===== config.mk =====
export PLATFORM = sky130hd
export DESIGN_NAME = sxc_status_ctrl
export DESIGN_NICKNAME = d
export VERILOG_FILES = /design/src/hdl/sxc_pkg.sv /design/src/hdl/sxc_status_ctrl.sv /design/src/hdl/sxc_mode_decode.sv
export SDC_FILE = /design/constraint.sdc
export NUM_CORES = 1
export LEC_CHECK = 0
export BUFFER_PORTS_ARGS = -buffer_cell sky130_fd_sc_hd__buf_2
export CELL_PAD_IN_SITES_DETAIL_PLACEMENT = 1
export CELL_PAD_IN_SITES_GLOBAL_PLACEMENT = 2
export CORE_MARGIN = 1.5
export CORE_UTILIZATION = 38
export DETAILED_ROUTE_END_ITERATION = 12
export PLACE_DENSITY = 0.93
export SYNTH_ARGS = -nofsm -noshare
export SYNTH_HDL_FRONTEND = slang
export SYNTH_SLANG_ARGS = --single-unit

===== constraint.sdc =====
create_clock -name CLK_SYS_I -period 5.75 [get_ports CLK_SYS_I]
set_input_delay 0.2875 -clock CLK_SYS_I [delete_from_list [all_inputs] [get_ports CLK_SYS_I]]
set_output_delay 0.2875 -clock CLK_SYS_I [all_outputs]
set_load 0.005 [all_outputs]

===== src/hdl/sxc_pkg.sv =====
/*
 Status and exception control package: status-word layout, mode codes,
 vectors, link offsets and exception kinds.
 Assumes a single core clock domain; no bus of its own.
*/
package sxc_pkg;
    localparam int          FLAG_N      = 31;
    localparam int          FLAG_Z      = 30;
    localparam int          FLAG_C      = 29;
    localparam int          FLAG_V      = 28;
    localparam int          BIT_NMASK   = 7;
    localparam int          BIT_FMASK   = 6;
    localparam int          BIT_STATE   = 5;
    localparam int          MODE_HI     = 4;
    localparam int          CTRL_HI     = 7;
    localparam int          NUM_SAVED   = 5;
    localparam logic [31:0] FLAG_FIELD  = 32'hF000_0000;
    localparam logic [31:0] CTRL_FIELD  = 32'h0000_00FF;
    localparam logic [4:0]  MODE_USR    = 5'h10;
    localparam logic [4:0]  MODE_FIQ    = 5'h11;
    localparam logic [4:0]  MODE_IRQ    = 5'h12;
    localparam logic [4:0]  MODE_SVC    = 5'h13;
    localparam logic [4:0]  MODE_ABT    = 5'h17;
    localparam logic [4:0]  MODE_UND    = 5'h1B;
    localparam logic [4:0]  MODE_SYS    = 5'h1F;
    localparam logic [31:0] RESET_WORD  = 32'h0000_00D3;
    localparam logic [31:0] VEC_RESET   = 32'h0000_0000;
    localparam logic [31:0] VEC_UND     = 32'h0000_0004;
    localparam logic [31:0] VEC_TRAP    = 32'h0000_0008;
    localparam logic [31:0] VEC_PABT    = 32'h0000_000C;
    localparam logic [31:0] VEC_DABT    = 32'h0000_0010;
    localparam logic [31:0] VEC_RSVD    = 32'h0000_0014;
    localparam logic [31:0] VEC_IRQ     = 32'h0000_0018;
    localparam logic [31:0] VEC_FIQ     = 32'h0000_001C;
    localparam logic [31:0] OFS_2       = 32'h0000_0002;
    localparam logic [31:0] OFS_4       = 32'h0000_0004;
    localparam logic [31:0] OFS_8       = 32'h0000_0008;
    localparam logic [31:0] OFS_0       = 32'h0000_0000;
    // Saved-word bank index per exception mode
    localparam logic [2:0]  BANK_FIQ    = 3'h0;
    localparam logic [2:0]  BANK_IRQ    = 3'h1;
    localparam logic [2:0]  BANK_SVC    = 3'h2;
    localparam logic [2:0]  BANK_ABT    = 3'h3;
    localparam logic [2:0]  BANK_UND    = 3'h4;
    localparam logic [2:0]  BANK_NONE   = 3'h7;
    // Exception kind codes on the return port
    localparam logic [2:0]  EXC_UND     = 3'h1;
    localparam logic [2:0]  EXC_TRAP    = 3'h2;
    localparam logic [2:0]  EXC_PABT    = 3'h3;
    localparam logic [2:0]  EXC_DABT    = 3'h4;
    localparam logic [2:0]  EXC_IRQ     = 3'h5;
    localparam logic [2:0]  EXC_FIQ     = 3'h6;
    localparam logic [2:0]  EXC_BLINK   = 3'h7;
    // Register-bank view: bit0 fast bank r8-r14, bit1 private r13/r14
    localparam logic [1:0]  VIEW_SHARED = 2'h0;
    localparam logic [1:0]  VIEW_FAST   = 2'h3;
    localparam logic [1:0]  VIEW_PRIV   = 2'h2;
    typedef enum logic [2:0] {
        ST_RUN   = 3'b001,
        ST_ENTER = 3'b010,
        ST_HALT  = 3'b100
    } sxc_state_t;
endpackage : sxc_pkg


===== src/hdl/sxc_status_ctrl.sv =====
/*
 Status-word and exception entry/exit controller of the core.
 Assumes the pipeline presents one instruction boundary per end_of_instr
 pulse, exception causes as same-clock levels, and interrupt pins as
 asynchronous active-low levels held until serviced.
*/
`timescale 1ns/10ps
`default_nettype none
// How it works
// - One current status word and five saved words, readable only in own mode.
// - Flags N Z C V updated by ALU, status writes, load-multiple; tested by conditions.
// - Full-width state: all instructions conditional; compressed: only branch.
// - Low eight bits are control; exception changes them; writable only privileged.
// - Set normal mask ignores normal request; set fast mask ignores fast request.
// - State bit set in compressed state, driven continuously on state output.
// - Mode codes: 10000 usr,10001 fiq,10010 irq,10011 svc,10111 abt,11011 und,11111 sys.
// - Fast mode banks r8-r14; other exception modes bank r13-r14; usr/sys share.
// - Link value: PC+4/PC+2 for link, trap, undefined; PC+4 prefetch abort/irqs; PC+8 data abort.
// - Entry copies current status word to saved word of entered mode.
// - Entry forces mode field then redirects fetch to vector.
// - Interrupt entry sets mask bits to stop uncontrolled nesting.
// - Exceptions run full-width; state bit cleared when vector loaded.
// - Exit loads PC from link minus 0, 4 or 8 and restores saved word.
// - Restore returns state bit and both masks to pre-exception values.
// - With fast mask clear, synced fast input checked every instruction end; not in the cycle after an entry or while halted.
// - Normal interrupt level-sensitive, below fast, masked on fast entry.
// - Supervisor link value after reset is undefined; no return from reset.
// - Vectors from zero; reset/fast set both masks; others per table.
// - Priority: reset, data abort, fast, normal, prefetch, undefined, trap.
// - Reset release: supervisor mode, both masks set, state clear, fetch zero.
module sxc_status_ctrl
    import sxc_pkg::*;
(
    input  wire logic        CLK_SYS_I,
    input  wire logic        RESETN_I,
    input  wire logic        FAST_IRQ_IN_N_I,
    input  wire logic        NORMAL_IRQ_IN_N_I,
    input  wire logic        END_OF_INSTR_I,
    input  wire logic [31:0] PC_I,
    input  wire logic        DATA_ABORT_I,
    input  wire logic        PREFETCH_ABORT_I,
    input  wire logic        UNDEF_INSTR_I,
    input  wire logic        SOFTWARE_TRAP_I,
    input  wire logic        BRANCH_WITH_LINK_I,
    input  wire logic        FLAGS_WE_I,
    input  wire logic [3:0]  FLAGS_I,
    input  wire logic        STATUS_WR_I,
    input  wire logic        STATUS_WR_SAVED_I,
    input  wire logic [31:0] STATUS_WDATA_I,
    input  wire logic        STATE_SET_I,
    input  wire logic        STATE_VALUE_I,
    input  wire logic        RETURN_I,
    input  wire logic [2:0]  RETURN_KIND_I,
    input  wire logic [31:0] LINK_VALUE_I,
    input  wire logic        COND_BRANCH_I,
    input  wire logic [3:0]  COND_CODE_I,
    output logic [31:0]      CURRENT_STATUS_WORD_O,
    output logic [31:0]      SAVED_STATUS_WORD_O,
    output logic             SAVED_VALID_O,
    output logic             STATE_OUTPUT_SIGNAL_O,
    output logic             COND_PASS_O,
    output logic             EXC_TAKE_O,
    output logic [31:0]      FETCH_ADDR_O,
    output logic             LINK_WE_O,
    output logic [31:0]      LINK_VALUE_O,
    output logic [1:0]       BANK_VIEW_O,
    output logic             HALTED_O
);
    logic [31:0] cur_reg;
    logic [31:0] cur_next;
    logic [31:0] saved_reg [NUM_SAVED];
    logic [1:0]  fiq_sync_reg;
    logic [1:0]  irq_sync_reg;
    logic        fiq_req;
    logic        irq_req;
    logic        mode_valid;
    logic        mode_priv;
    logic [2:0]  cur_bank;
    logic [1:0]  cur_view;
    sxc_state_t  state_reg;
    logic        take;
    logic [4:0]  tgt_mode;
    logic [2:0]  tgt_bank;
    logic [31:0] tgt_vec;
    logic [31:0] tgt_ofs;
    logic        tgt_fmask;
    logic        link_pending;
    logic [31:0] fetch_reg;
    logic [31:0] link_reg;
    logic        link_we_reg;
    logic        take_reg;
    logic        cond_res;

    sxc_mode_decode u_mode (
        .mode_i  (cur_reg[MODE_HI:0]),
        .valid_o (mode_valid),
        .priv_o  (mode_priv),
        .bank_o  (cur_bank),
        .view_o  (cur_view)
    );

    // Pins are asynchronous: two flops before any use
    always_ff @(posedge CLK_SYS_I) begin
        if (!RESETN_I) begin
            fiq_sync_reg <= 2'b11;
            irq_sync_reg <= 2'b11;
        end else begin
            fiq_sync_reg <= {fiq_sync_reg[0], FAST_IRQ_IN_N_I};
            irq_sync_reg <= {irq_sync_reg[0], NORMAL_IRQ_IN_N_I};
        end
    end

    assign fiq_req = !fiq_sync_reg[1] && !cur_reg[BIT_FMASK];
    assign irq_req = !irq_sync_reg[1] && !cur_reg[BIT_NMASK];

    // Exceptions are only taken on an instruction boundary
    always_comb begin
        take      = END_OF_INSTR_I && state_reg == ST_RUN;
        tgt_mode  = MODE_SVC;
        tgt_bank  = BANK_SVC;
        tgt_vec   = VEC_TRAP;
        tgt_ofs   = cur_reg[BIT_STATE] ? OFS_2 : OFS_4;
        tgt_fmask = cur_reg[BIT_FMASK];
        if (DATA_ABORT_I) begin
            tgt_mode = MODE_ABT;
            tgt_bank = BANK_ABT;
            tgt_vec  = VEC_DABT;
            tgt_ofs  = OFS_8;
        end else if (fiq_req) begin
            tgt_mode  = MODE_FIQ;
            tgt_bank  = BANK_FIQ;
            tgt_vec   = VEC_FIQ;
            tgt_ofs   = OFS_4;
            tgt_fmask = 1'b1;
        end else if (irq_req) begin
            tgt_mode = MODE_IRQ;
            tgt_bank = BANK_IRQ;
            tgt_vec  = VEC_IRQ;
            tgt_ofs  = OFS_4;
        end else if (PREFETCH_ABORT_I) begin
            tgt_mode = MODE_ABT;
            tgt_bank = BANK_ABT;
            tgt_vec  = VEC_PABT;
            tgt_ofs  = OFS_4;
        end else if (UNDEF_INSTR_I) begin
            tgt_mode = MODE_UND;
            tgt_bank = BANK_UND;
            tgt_vec  = VEC_UND;
        end else if (!SOFTWARE_TRAP_I) begin
            take = 1'b0;
        end
    end

    // Undefined and aborts keep the normal mask; trap and interrupts set it
    function automatic logic keep_nmask(input logic [4:0] m);
        keep_nmask = (m == MODE_UND) || (m == MODE_ABT);
    endfunction : keep_nmask

    always_comb begin
        cur_next = cur_reg;
        if (take) begin
            cur_next[MODE_HI:0] = tgt_mode;
            cur_next[BIT_STATE] = 1'b0;
            cur_next[BIT_FMASK] = tgt_fmask;
            if (!keep_nmask(tgt_mode)) begin
                cur_next[BIT_NMASK] = 1'b1;
            end
        end else if (RETURN_I && cur_bank != BANK_NONE) begin
            cur_next = saved_reg[cur_bank];
        end else begin
            if (FLAGS_WE_I) begin
                cur_next[FLAG_N:FLAG_V] = FLAGS_I;
            end
            if (STATUS_WR_I && !STATUS_WR_SAVED_I) begin
                cur_next = (cur_reg & ~FLAG_FIELD) | (STATUS_WDATA_I & FLAG_FIELD);
                if (mode_priv) begin
                    cur_next[CTRL_HI:0] = STATUS_WDATA_I[CTRL_HI:0];
                    // Direct state writes are left undefined; keep the old bit
                    cur_next[BIT_STATE] = cur_reg[BIT_STATE];
                end
            end
            if (STATE_SET_I) begin
                cur_next[BIT_STATE] = STATE_VALUE_I;
            end
        end
    end

    always_ff @(posedge CLK_SYS_I) begin
        if (!RESETN_I) begin
            cur_reg <= RESET_WORD;
        end else begin
            cur_reg <= cur_next;
        end
    end

    // Saved words are unknown after reset in real use; zeroed here
    for (genvar b = 0; b < NUM_SAVED; b++) begin : g_saved
        always_ff @(posedge CLK_SYS_I) begin
            if (!RESETN_I) begin
                saved_reg[b] <= 32'h0000_0000;
            end else if (take && tgt_bank == 3'(b)) begin
                saved_reg[b] <= cur_reg;
            end else if (STATUS_WR_I && STATUS_WR_SAVED_I && cur_bank == 3'(b)) begin
                saved_reg[b] <= STATUS_WDATA_I;
            end
        end
    end

    assign link_pending = take || (BRANCH_WITH_LINK_I && END_OF_INSTR_I);

    always_ff @(posedge CLK_SYS_I) begin
        if (!RESETN_I) begin
            fetch_reg   <= VEC_RESET;
            link_reg    <= 32'h0000_0000;
            link_we_reg <= 1'b0;
            take_reg    <= 1'b0;
        end else begin
            take_reg    <= take;
            link_we_reg <= link_pending && state_reg == ST_RUN;
            if (take) begin
                fetch_reg <= tgt_vec;
                link_reg  <= PC_I + tgt_ofs;
            end else if (BRANCH_WITH_LINK_I && END_OF_INSTR_I) begin
                link_reg <= PC_I + (cur_reg[BIT_STATE] ? OFS_2 : OFS_4);
            end
            if (RETURN_I && !take) begin
                case (RETURN_KIND_I)
                    EXC_DABT: fetch_reg <= LINK_VALUE_I - OFS_8;
                    EXC_IRQ, EXC_FIQ, EXC_PABT: fetch_reg <= LINK_VALUE_I - OFS_4;
                    default: fetch_reg <= LINK_VALUE_I - OFS_0;
                endcase
            end
        end
    end

    // An illegal mode code parks the controller until reset
    always_ff @(posedge CLK_SYS_I) begin
        if (!RESETN_I) begin
            state_reg <= ST_RUN;
        end else begin
            case (state_reg)
                ST_RUN: state_reg <= !mode_valid ? ST_HALT : (take ? ST_ENTER : ST_RUN);
                ST_ENTER: state_reg <= ST_RUN;
                ST_HALT: state_reg <= ST_HALT;
                default: state_reg <= ST_HALT;
            endcase
        end
    end

    always_comb begin
        case (COND_CODE_I)
            4'h0: cond_res = cur_reg[FLAG_Z];
            4'h1: cond_res = !cur_reg[FLAG_Z];
            4'h2: cond_res = cur_reg[FLAG_C];
            4'h3: cond_res = !cur_reg[FLAG_C];
            4'h4: cond_res = cur_reg[FLAG_N];
            4'h5: cond_res = !cur_reg[FLAG_N];
            4'h6: cond_res = cur_reg[FLAG_V];
            4'h7: cond_res = !cur_reg[FLAG_V];
            4'h8: cond_res = cur_reg[FLAG_C] && !cur_reg[FLAG_Z];
            4'h9: cond_res = !cur_reg[FLAG_C] || cur_reg[FLAG_Z];
            4'hA: cond_res = cur_reg[FLAG_N] == cur_reg[FLAG_V];
            4'hB: cond_res = cur_reg[FLAG_N] != cur_reg[FLAG_V];
            4'hC: cond_res = !cur_reg[FLAG_Z] && cur_reg[FLAG_N] == cur_reg[FLAG_V];
            4'hD: cond_res = cur_reg[FLAG_Z] || cur_reg[FLAG_N] != cur_reg[FLAG_V];
            default: cond_res = 1'b1;
        endcase
    end

    // Compressed code only conditions branches; others always pass
    assign COND_PASS_O = (!cur_reg[BIT_STATE] || COND_BRANCH_I) ? cond_res : 1'b1;

    assign CURRENT_STATUS_WORD_O = cur_reg;
    assign SAVED_STATUS_WORD_O   = (cur_bank != BANK_NONE) ? saved_reg[cur_bank]
                                                           : 32'h0000_0000;
    assign SAVED_VALID_O         = cur_bank != BANK_NONE;
    assign STATE_OUTPUT_SIGNAL_O = cur_reg[BIT_STATE];
    assign EXC_TAKE_O            = take_reg;
    assign FETCH_ADDR_O          = fetch_reg;
    assign LINK_WE_O             = link_we_reg;
    assign LINK_VALUE_O          = link_reg;
    assign BANK_VIEW_O           = cur_view;
    assign HALTED_O              = state_reg == ST_HALT;

    fiq_entry_masks_a: assert property (@(posedge CLK_SYS_I) disable iff (!RESETN_I)
        take && tgt_mode == MODE_FIQ |=> cur_reg[BIT_FMASK] && cur_reg[BIT_NMASK])
        else $error("Fast entry did not set both masks");
    state_cleared_a: assert property (@(posedge CLK_SYS_I) disable iff (!RESETN_I)
        take |=> !STATE_OUTPUT_SIGNAL_O && FETCH_ADDR_O == $past(tgt_vec))
        else $error("Entry left state bit or vector wrong");
    saved_copy_a: assert property (@(posedge CLK_SYS_I) disable iff (!RESETN_I)
        take |=> saved_reg[$past(tgt_bank)] == $past(cur_reg))
        else $error("Saved word not captured on entry");
    mode_forced_a: assert property (@(posedge CLK_SYS_I) disable iff (!RESETN_I)
        take |=> cur_reg[MODE_HI:0] == $past(tgt_mode))
        else $error("Mode not forced on entry");
    dabt_link_a: assert property (@(posedge CLK_SYS_I) disable iff (!RESETN_I)
        take && DATA_ABORT_I |=> LINK_VALUE_O == $past(PC_I) + OFS_8 && LINK_WE_O)
        else $error("Data abort link value wrong");
    fiq_masked_a: assert property (@(posedge CLK_SYS_I) disable iff (!RESETN_I)
        cur_reg[BIT_FMASK] && cur_reg[BIT_NMASK] && !DATA_ABORT_I && !PREFETCH_ABORT_I
        && !UNDEF_INSTR_I && !SOFTWARE_TRAP_I |-> !take)
        else $error("Masked interrupt was taken");
    user_ctrl_a: assert property (@(posedge CLK_SYS_I) disable iff (!RESETN_I)
        cur_reg[MODE_HI:0] == MODE_USR && !take && !RETURN_I && !STATE_SET_I
        |=> cur_reg[CTRL_HI:0] == $past(cur_reg[CTRL_HI:0]))
        else $error("User write changed control bits");
    restore_word_a: assert property (@(posedge CLK_SYS_I) disable iff (!RESETN_I)
        RETURN_I && !take && cur_bank != BANK_NONE |=> cur_reg == $past(saved_reg[cur_bank]))
        else $error("Return did not restore status word");
    fiq_first_a: assert property (@(posedge CLK_SYS_I) disable iff (!RESETN_I)
        take && fiq_req && irq_req && !DATA_ABORT_I |=> cur_reg[MODE_HI:0] == MODE_FIQ)
        else $error("Normal interrupt beat fast interrupt");
endmodule : sxc_status_ctrl
`default_nettype wire


===== src/hdl/sxc_mode_decode.sv =====
/*
 Mode field decoder: validity, privilege, saved-word bank and register view.
 Assumes a purely combinational use by the status-word controller.
*/
`timescale 1ns/10ps
`default_nettype none
module sxc_mode_decode
    import sxc_pkg::*;
(
    input  wire logic [4:0] mode_i,
    output logic            valid_o,
    output logic            priv_o,
    output logic [2:0]      bank_o,
    output logic [1:0]      view_o
);
    always_comb begin
        valid_o = 1'b1;
        priv_o  = 1'b1;
        bank_o  = BANK_NONE;
        view_o  = VIEW_PRIV;
        case (mode_i)
            MODE_USR: begin
                priv_o = 1'b0;
                view_o = VIEW_SHARED;
            end
            MODE_SYS: view_o = VIEW_SHARED;
            MODE_FIQ: begin
                bank_o = BANK_FIQ;
                view_o = VIEW_FAST;
            end
            MODE_IRQ: bank_o = BANK_IRQ;
            MODE_SVC: bank_o = BANK_SVC;
            MODE_ABT: bank_o = BANK_ABT;
            MODE_UND: bank_o = BANK_UND;
            default: begin
                valid_o = 1'b0;
                view_o  = VIEW_SHARED;
            end
        endcase
    end
endmodule : sxc_mode_decode
`default_nettype wire


# Word-level counts from Yosys, hierarchy flattened
# Memory sizes are Yosys's and may differ from the RTL's.
# Cells that the tools add are included.
# totals
reg_bits	105
mem_count	1
ramBits	160
input_bits	124
# classes
add_sub_neg	4
n_mux	95
bitwise	13
n_reduce_logical	56
eq_ne	43
# memory_table
memory	words	width	rd	rd_ports_with_merged_regs	wr	line_no	source
saved_reg	5	32	1	0	5	sxc_status_ctrl.sv:71	logic [31:0] saved_reg [NUM_SAVED];
# ops
operator	count
$mux 32	17
$pmux 32 s2	1
$mux 1	48
$eq 5x5->1 const B	9
$mux 4	9
$add 32x3->32	1
$add 32x32->32	1
$or 28x32->32	1
$sub 32x3->32 const B	1
$sub 32x4->32 const B	1
$mux 3	10
$eq 4x4->1 const B	6
$logic_and 1x1->1	21
$eq 3x2->1 const B	6
$eq 3x3->1 const B	6
$eq 4x3->1 const B	4
$mux 8	2
$mux 5	3
$pmux 3 s5	1
$pmux 1 s14	1
$reduce_bool 3->1	4
$logic_not 1->1	11
$or 1x1->1	10
$eq 3x1->1 const B	3
20 further kinds	34

# Logic depth before layout (Yosys ltp)
# depth
ltp_word	14
ltp_mapped	13
ltp_nobuf	12

# By module
# A second synthesis with hierarchy kept.
# unflattened
cells_unflattened	1310
hier_area_um2	13920.9
# by_module_without_submodules
mod	n_inst	cells_each	area_each_um2	seq_area_each_um2
sxc_status_ctrl	1	1292	13809.5	6906.6
sxc_mode_decode	1	18	111.4	0.0

# Least setup slack after synthesis
# OpenSTA, ideal clock, no wires.
# synth_timing
path_type	reg-to-reg
from	register cur_reg[1] (netlist: CURRENT_STATUS_WORD_O[1])
to	memory saved_reg[2][0] (enable)
setup_ns	0.431
slack_ns	2.419
n_path_buf	3
period_less_slack_ns	3.331
path_stages_with_launch	8
t_arrival_ns	2.901
path_cell_list	dfxtp_1 buf_4 nand2b_1 buf_2 a21oi_1 clkbuf_1 nand3_1 o211ai_1
# synth_rtl
element	line_no	source
from (decl)	sxc_status_ctrl.sv:69	logic [31:0] cur_reg;
from (signal assigned)	sxc_status_ctrl.sv:192	cur_reg <= cur_next;
to (decl)	sxc_status_ctrl.sv:71	

# Final worst setup path
# layout_timing
from	register state_reg[0]
to	register link_reg[26] (netlist: LINK_VALUE_O[26])
# layout_between
elab_chain_cells	9
word_cells_on_any_way	10
classes_between	eq/ne: 1; mux: 7; reduce/logical: 2
# layout_lines
element	line_no	source
from (decl)	sxc_status_ctrl.sv:80	sxc_state_t state_reg;
from (signal assigned)	sxc_status_ctrl.sv:242	ST_RUN: state_reg <= !mode_valid ? ST_HALT : (take ? ST_ENTER : ST_RUN);
$eq 3x1->1 *	sxc_status_ctrl.sv:118	take = END_OF_INSTR_I && state_reg == ST_RUN;
$logic_and 1x1->1 *	sxc_status_ctrl.sv:118	
$mux 1	sxc_status_ctrl.sv:149	end else if (!SOFTWARE_TRAP_I) begin
$mux 1	sxc_status_ctrl.sv:145	end else if (UNDEF_INSTR_I) begin
$mux 1	sxc_status_ctrl.sv:140	end else if (PREFETCH_ABORT_I) begin
$mux 1	sxc_status_ctrl.sv:135	end else if (irq_req) begin
$mux 1	sxc_status_ctrl.sv:129	end else if (fiq_req) begin
$mux 1 *	sxc_status_ctrl.sv:124	if (DATA_ABORT_I) begin
$mux 32 / $reduce_bool 2->1 (equally long branches)	n/a	
to (signal assigned)	sxc_status_ctrl.sv:222	link_reg <= PC_I + tgt_ofs;
to (signal assigned)	sxc_status_ctrl.sv:224	link_reg <= PC_I + (cur_reg[BIT_STATE] ? OFS_2 : OFS_4);
to (decl)	sxc_status_ctrl.sv:89	logic [31:0] link_reg;
# Mark *: on every way between the ends. The rest lies on a longest branch, timed or not.
# A chain may end at the register's enable or synchronous reset.

==> results.json <==
{
  "run_status": "completed",
  "maxCapViolCount": 0,
  "postLayoutCellArea_um2": 16300,
  "synth-warning-count": 0,
  "setup.reg_to_reg.worst_slack_ns": 1.91,
  "grt_start_max_net_pins": 65,
  "crit_path_capture_type": "flop",
  "syn_nets": 1480,
  "max_reg_flops": 160,
  "fin_cells": 2060,
  "hold_crit_class": "in2reg",
  "maxSlewViolCount": 0,
  "ctsResizeCount": 0,
  "die-area_um2": 37100,
  "boundaryPins": 260,
  "r2r_cells": 10,
  "global_route_wire_length_before_repair_mm": 77.4,
  "worst-slew-pin-transition_ns": 1.21,
  "holdPathEnd": "LINK_VALUE_O[30]",
  "syn-instance-count": 1349,
  "track_usage": 0.272,
  "hold_violations": 0,
  "chipWidth_um": 193,
  "antenna_violations_before_repair": 14,
  "syn_area_um2": 13700,
  "synth_enable_flop_cells": 160,
  "finalNetCount": 1699,
  "final_layout_size_suffix_gt1_frac": 0.225,
  "maxClockFrequency_mhz": 261,
  "cts_root_buf": "sky130_fd_sc_hd__clkbuf_16",
  "clock_insertion_delay_worst_skew_ns": 0.58,
  "cts.clk_slew.worst_paths_ns": 0.06,
  "clock-sinks": 265,
  "gr-total-overflow": 0,
  "fp-row-count": 69,
  "final.period_utilization": 0.668,
  "slew_headroom": 0.185,
  "finalCriticalPeriod_ns": 3.84,
  "power.static_leakage_nw": 6.42,
  "final_util": 0.459,
  "tritoncts": "yes",
  "place.port_buffers": 259,
  "critPathLaunchType": "flop",
  "hold-path-cell-count": 3,
  "dpl.hpwl_mm": 33.7,
  "first_iter_violations": 834,
  "ant_nets": 0,
  "placed_cells": 1989,
  "finalWirelength_mm": 50.7,
  "dpl_cell_area_um2": 15200,
  "detail_route.drc_violations": 0,
  "avgSynthCellArea_um2": 10.1,
  "placer_congestion_estimate": 0.899,
  "path_class": "reg2reg",
  "drt-pass1-iter-count": 5,
  "yosys_most_used_dff": "sky130_fd_sc_hd__edfxtp_1",
  "cts.htree.levels": 1,
  "routed_via_density": 6.11,
  "peak_supply_drop_mv": 0.293,
  "regToRegEndpoint": "LINK_VALUE_O[26]",
  "floorplan.initialDensity": 0.385,
  "detail_route.wl_per_cell_um": 24.6,
  "synth_sequential_area_ratio": 0.505,
  "r2r_start": "state_reg[0]",
  "vias_in_the_first_global_route": 12989,
  "setup-tns-final_ns": 0,
  "ctsLongestPathBuffers": 3,
  "worst-endpoint-required_ns": 6.17,
  "design.core.area_um2": 35500,
  "die_height_um": 193,
  "ys_types": 88,
  "ys_ff_latch": 265,
  "worst_hold_startpoint": "PC_I[30]",
  "grt_setup_unrepaired": "false",
  "power_density_nw_per_um2": 467,
  "timing.critical_path.arrival_ns": 4.26,
  "synth-async-reset-ratio": 0,
  "area.growth.synth_to_final_pct": 19.2,
  "pre_cts_setup_slack_ns": 1.93,
  "timing.final.ws_setup_ns": 1.91,
  "timing.clock.skew_ns": 0.0162,
  "cts_made_buffers": 31,
  "critical_path.max_fanout": 8,
  "setup_viol": 0,
  "via_count": 12579
}
[repair_timing]
action,4_1_cts,5_1_grt
buffers inserted,0,0
endpoints found under the setup margin,0,0
hold buffers,7,0
hold endpoints to repair,7,0
[through the flow]
step | hold WS, ns | total power, mW
floorplan | 0.386 | 4.33
global placement | 0.389 | 5.58
detailed placement | 0.401 | 5.68
CTS | 0.00303 | 7.60
global route | 0.0303 | 8.00
finish | 0.0238 | 7.61
[how the worst max path moves through the flow]
| stage | end | from | cells after the start | slack, ns |
|---|---|---|---|---|
| 2_1_floorplan | saved_reg[2][0] | CURRENT_STATUS_WORD_O[1] | 7 | 2.42 |
| 3_3_place_gp | LINK_VALUE_O[26] | state_reg[0] | 10 | 2.19 |
| 3_5_place_dp | LINK_VALUE_O[26] | state_reg[0] | 10 | 1.93 |
| 4_1_cts | LINK_VALUE_O[26] | state_reg[0] | 10 | 1.92 |
| 5_1_grt | LINK_VALUE_O[26] | state_reg[0] | 10 | 1.43 |
| 6_report | LINK_VALUE_O[26] | state_reg[0] | 10 | 1.91 |
[layout by cell type (no fill, tap or decap), types with 5 or more instances in the layout]
cell and count:
sky130_fd_sc_hd__buf_2 259, sky130_fd_sc_hd__a22o_1 160, sky130_fd_sc_hd__edfxtp_1 160, sky130_fd_sc_hd__a21oi_1 129, sky130_fd_sc_hd__nor2_1 122, sky130_fd_sc_hd__dfxtp_1 105, sky130_fd_sc_hd__o21ai_0 78, sky130_fd_sc_hd__nand2_1 73
sky130_fd_sc_hd__nor4_1 33, sky130_fd_sc_hd__xor2_1 32, sky130_fd_sc_hd__clkbuf_16 31, sky130_fd_sc_hd__buf_4 29, sky130_fd_sc_hd__nand3_1 25, sky130_fd_sc_hd__inv_1 23, sky130_fd_sc_hd__xnor2_1 22, sky130_fd_sc_hd__o22ai_1 22
sky130_fd_sc_hd__a211oi_1 17, sky130_fd_sc_hd__and3_1 15, sky130_fd_sc_hd__and2_1 13, sky130_fd_sc_hd__nand2b_1 13, sky130_fd_sc_hd__nor3_1 12, sky130_fd_sc_hd__o211ai_1 12, sky130_fd_sc_hd__clkinv_1 12, sky130_fd_sc_hd__nand4_1 11
sky130_fd_sc_hd__o21ai_1 11, sky130_fd_sc_hd__clkbuf_1 9, sky130_fd_sc_hd__or3_1 8, sky130_fd_sc_hd__a31oi_1 8, sky130_fd_sc_hd__dlygate4sd3_1 7, sky130_fd_sc_hd__diode_2 6, sky130_fd_sc_hd__nor2b_1 6, sky130_fd_sc_hd__a221oi_1 6
sky130_fd_sc_hd__mux2i_1 6, sky130_fd_sc_hd__ha_1 6, sky130_fd_sc_hd__a221o_1 5, sky130_fd_sc_hd__nand3b_1 5
[routing by layer]
layer	routed length [um]	share of wire	up-vias	global-route usage
met5	83	0.0016	-	0
met4	1660	0.033	14	0.0954
met3	4280	0.084	130	0.0636
met2	24500	0.48	551	0.459
met1	20200	0.40	6258	0.339
li1	-	-	5626	-
[synthesized netlist by cell type, types with 8 or more instances]
cell	instances	share of area
sky130_fd_sc_hd__or3_1	8	0.0037
sky130_fd_sc_hd__xnor2_1	22	0.014
sky130_fd_sc_hd__and2_1	13	0.0059
sky130_fd_sc_hd__nand4_1	11	0.0050
sky130_fd_sc_hd__nand3_1	25	0.0092
sky130_fd_sc_hd__buf_6	13	0.011
sky130_fd_sc_hd__and3_1	17	0.0078
sky130_fd_sc_hd__nor2_1	124	0.034
sky130_fd_sc_hd__nand2_1	74	0.020
sky130_fd_sc_hd__dfxtp_1	105	0.15
sky130_fd_sc_hd__clkbuf_1	65	0.018
sky130_fd_sc_hd__a211oi_1	17	0.0093
sky130_fd_sc_hd__a31oi_1	8	0.0037
sky130_fd_sc_hd__a22o_1	160	0.10
sky130_fd_sc_hd__nor3_1	12	0.0044
sky130_fd_sc_hd__a21oi_1	129	0.047
sky130_fd_sc_hd__nand2b_1	13	0.0059
sky130_fd_sc_hd__buf_2	16	0.0059
sky130_fd_sc_hd__nor4_1	34	0.016
sky130_fd_sc_hd__o21ai_0	78	0.029
sky130_fd_sc_hd__inv_1	23	0.0063
sky130_fd_sc_hd__o22ai_1	22	0.010
sky130_fd_sc_hd__xor2_1	32	0.021
sky130_fd_sc_hd__edfxtp_1	160	0.35
sky130_fd_sc_hd__o21ai_1	11	0.0040
sky130_fd_sc_hd__o211ai_1	12	0.0066
[critical path, stage by stage, from the launching register on]
cell and delay, ns:
sky130_fd_sc_hd__dfxtp_1 0.41, sky130_fd_sc_hd__nor4bb_1 1.04, sky130_fd_sc_hd__o21ai_0 0.24, sky130_fd_sc_hd__a21oi_1 0.32
sky130_fd_sc_hd__ha_1 0.21, sky130_fd_sc_hd__a21o_1 0.09, sky130_fd_sc_hd__a21oi_1 0.14, sky130_fd_sc_hd__nor4_1 0.74
sky130_fd_sc_hd__nand3_1 0.21, sky130_fd_sc_hd__xnor2_1 0.21, sky130_fd_sc_hd__a21oi_1 0.08
[cells by family after synthesis]
family | Yosys count | synth area share
adder cells (fa/ha/maj) | 8 | 0.00769
AO/OA/AOI/OAI | 501 | 0.255
buffers and inverters | 135 | 0.0473
flip-flops | 265 | 0.505
multiplexers | 7 | 0.00604
AND/OR/NAND/NOR | 379 | 0.144
XOR/XNOR | 54 | 0.0346
[power breakdown]
| part | switching, mW | total, mW | leakage (nW) | internal (mW) |
|---|---|---|---|---|
| combinational | 1.94 | 3.00 | 3.42 | 1.07 |
| clock | 0.828 | 1.91 | 0.463 | 1.08 |
| sequential | 0.357 | 2.70 | 2.53 | 2.34 |
[cell type report]
cell class / instances / area (um^2)
flip-flops and latches: 265 / 6910
repair buffers: 295 / 1580
inverters: 26 / 97.6
clock inverters: 18 / 149
multi-input cells: 949 / 6150
fillers: 4021 / 19200
diodes: 6 / 15.0
well taps: 461 / 577
clock buffers: 40 / 810
No activity file was read; power rests on OpenSTA's default activity.
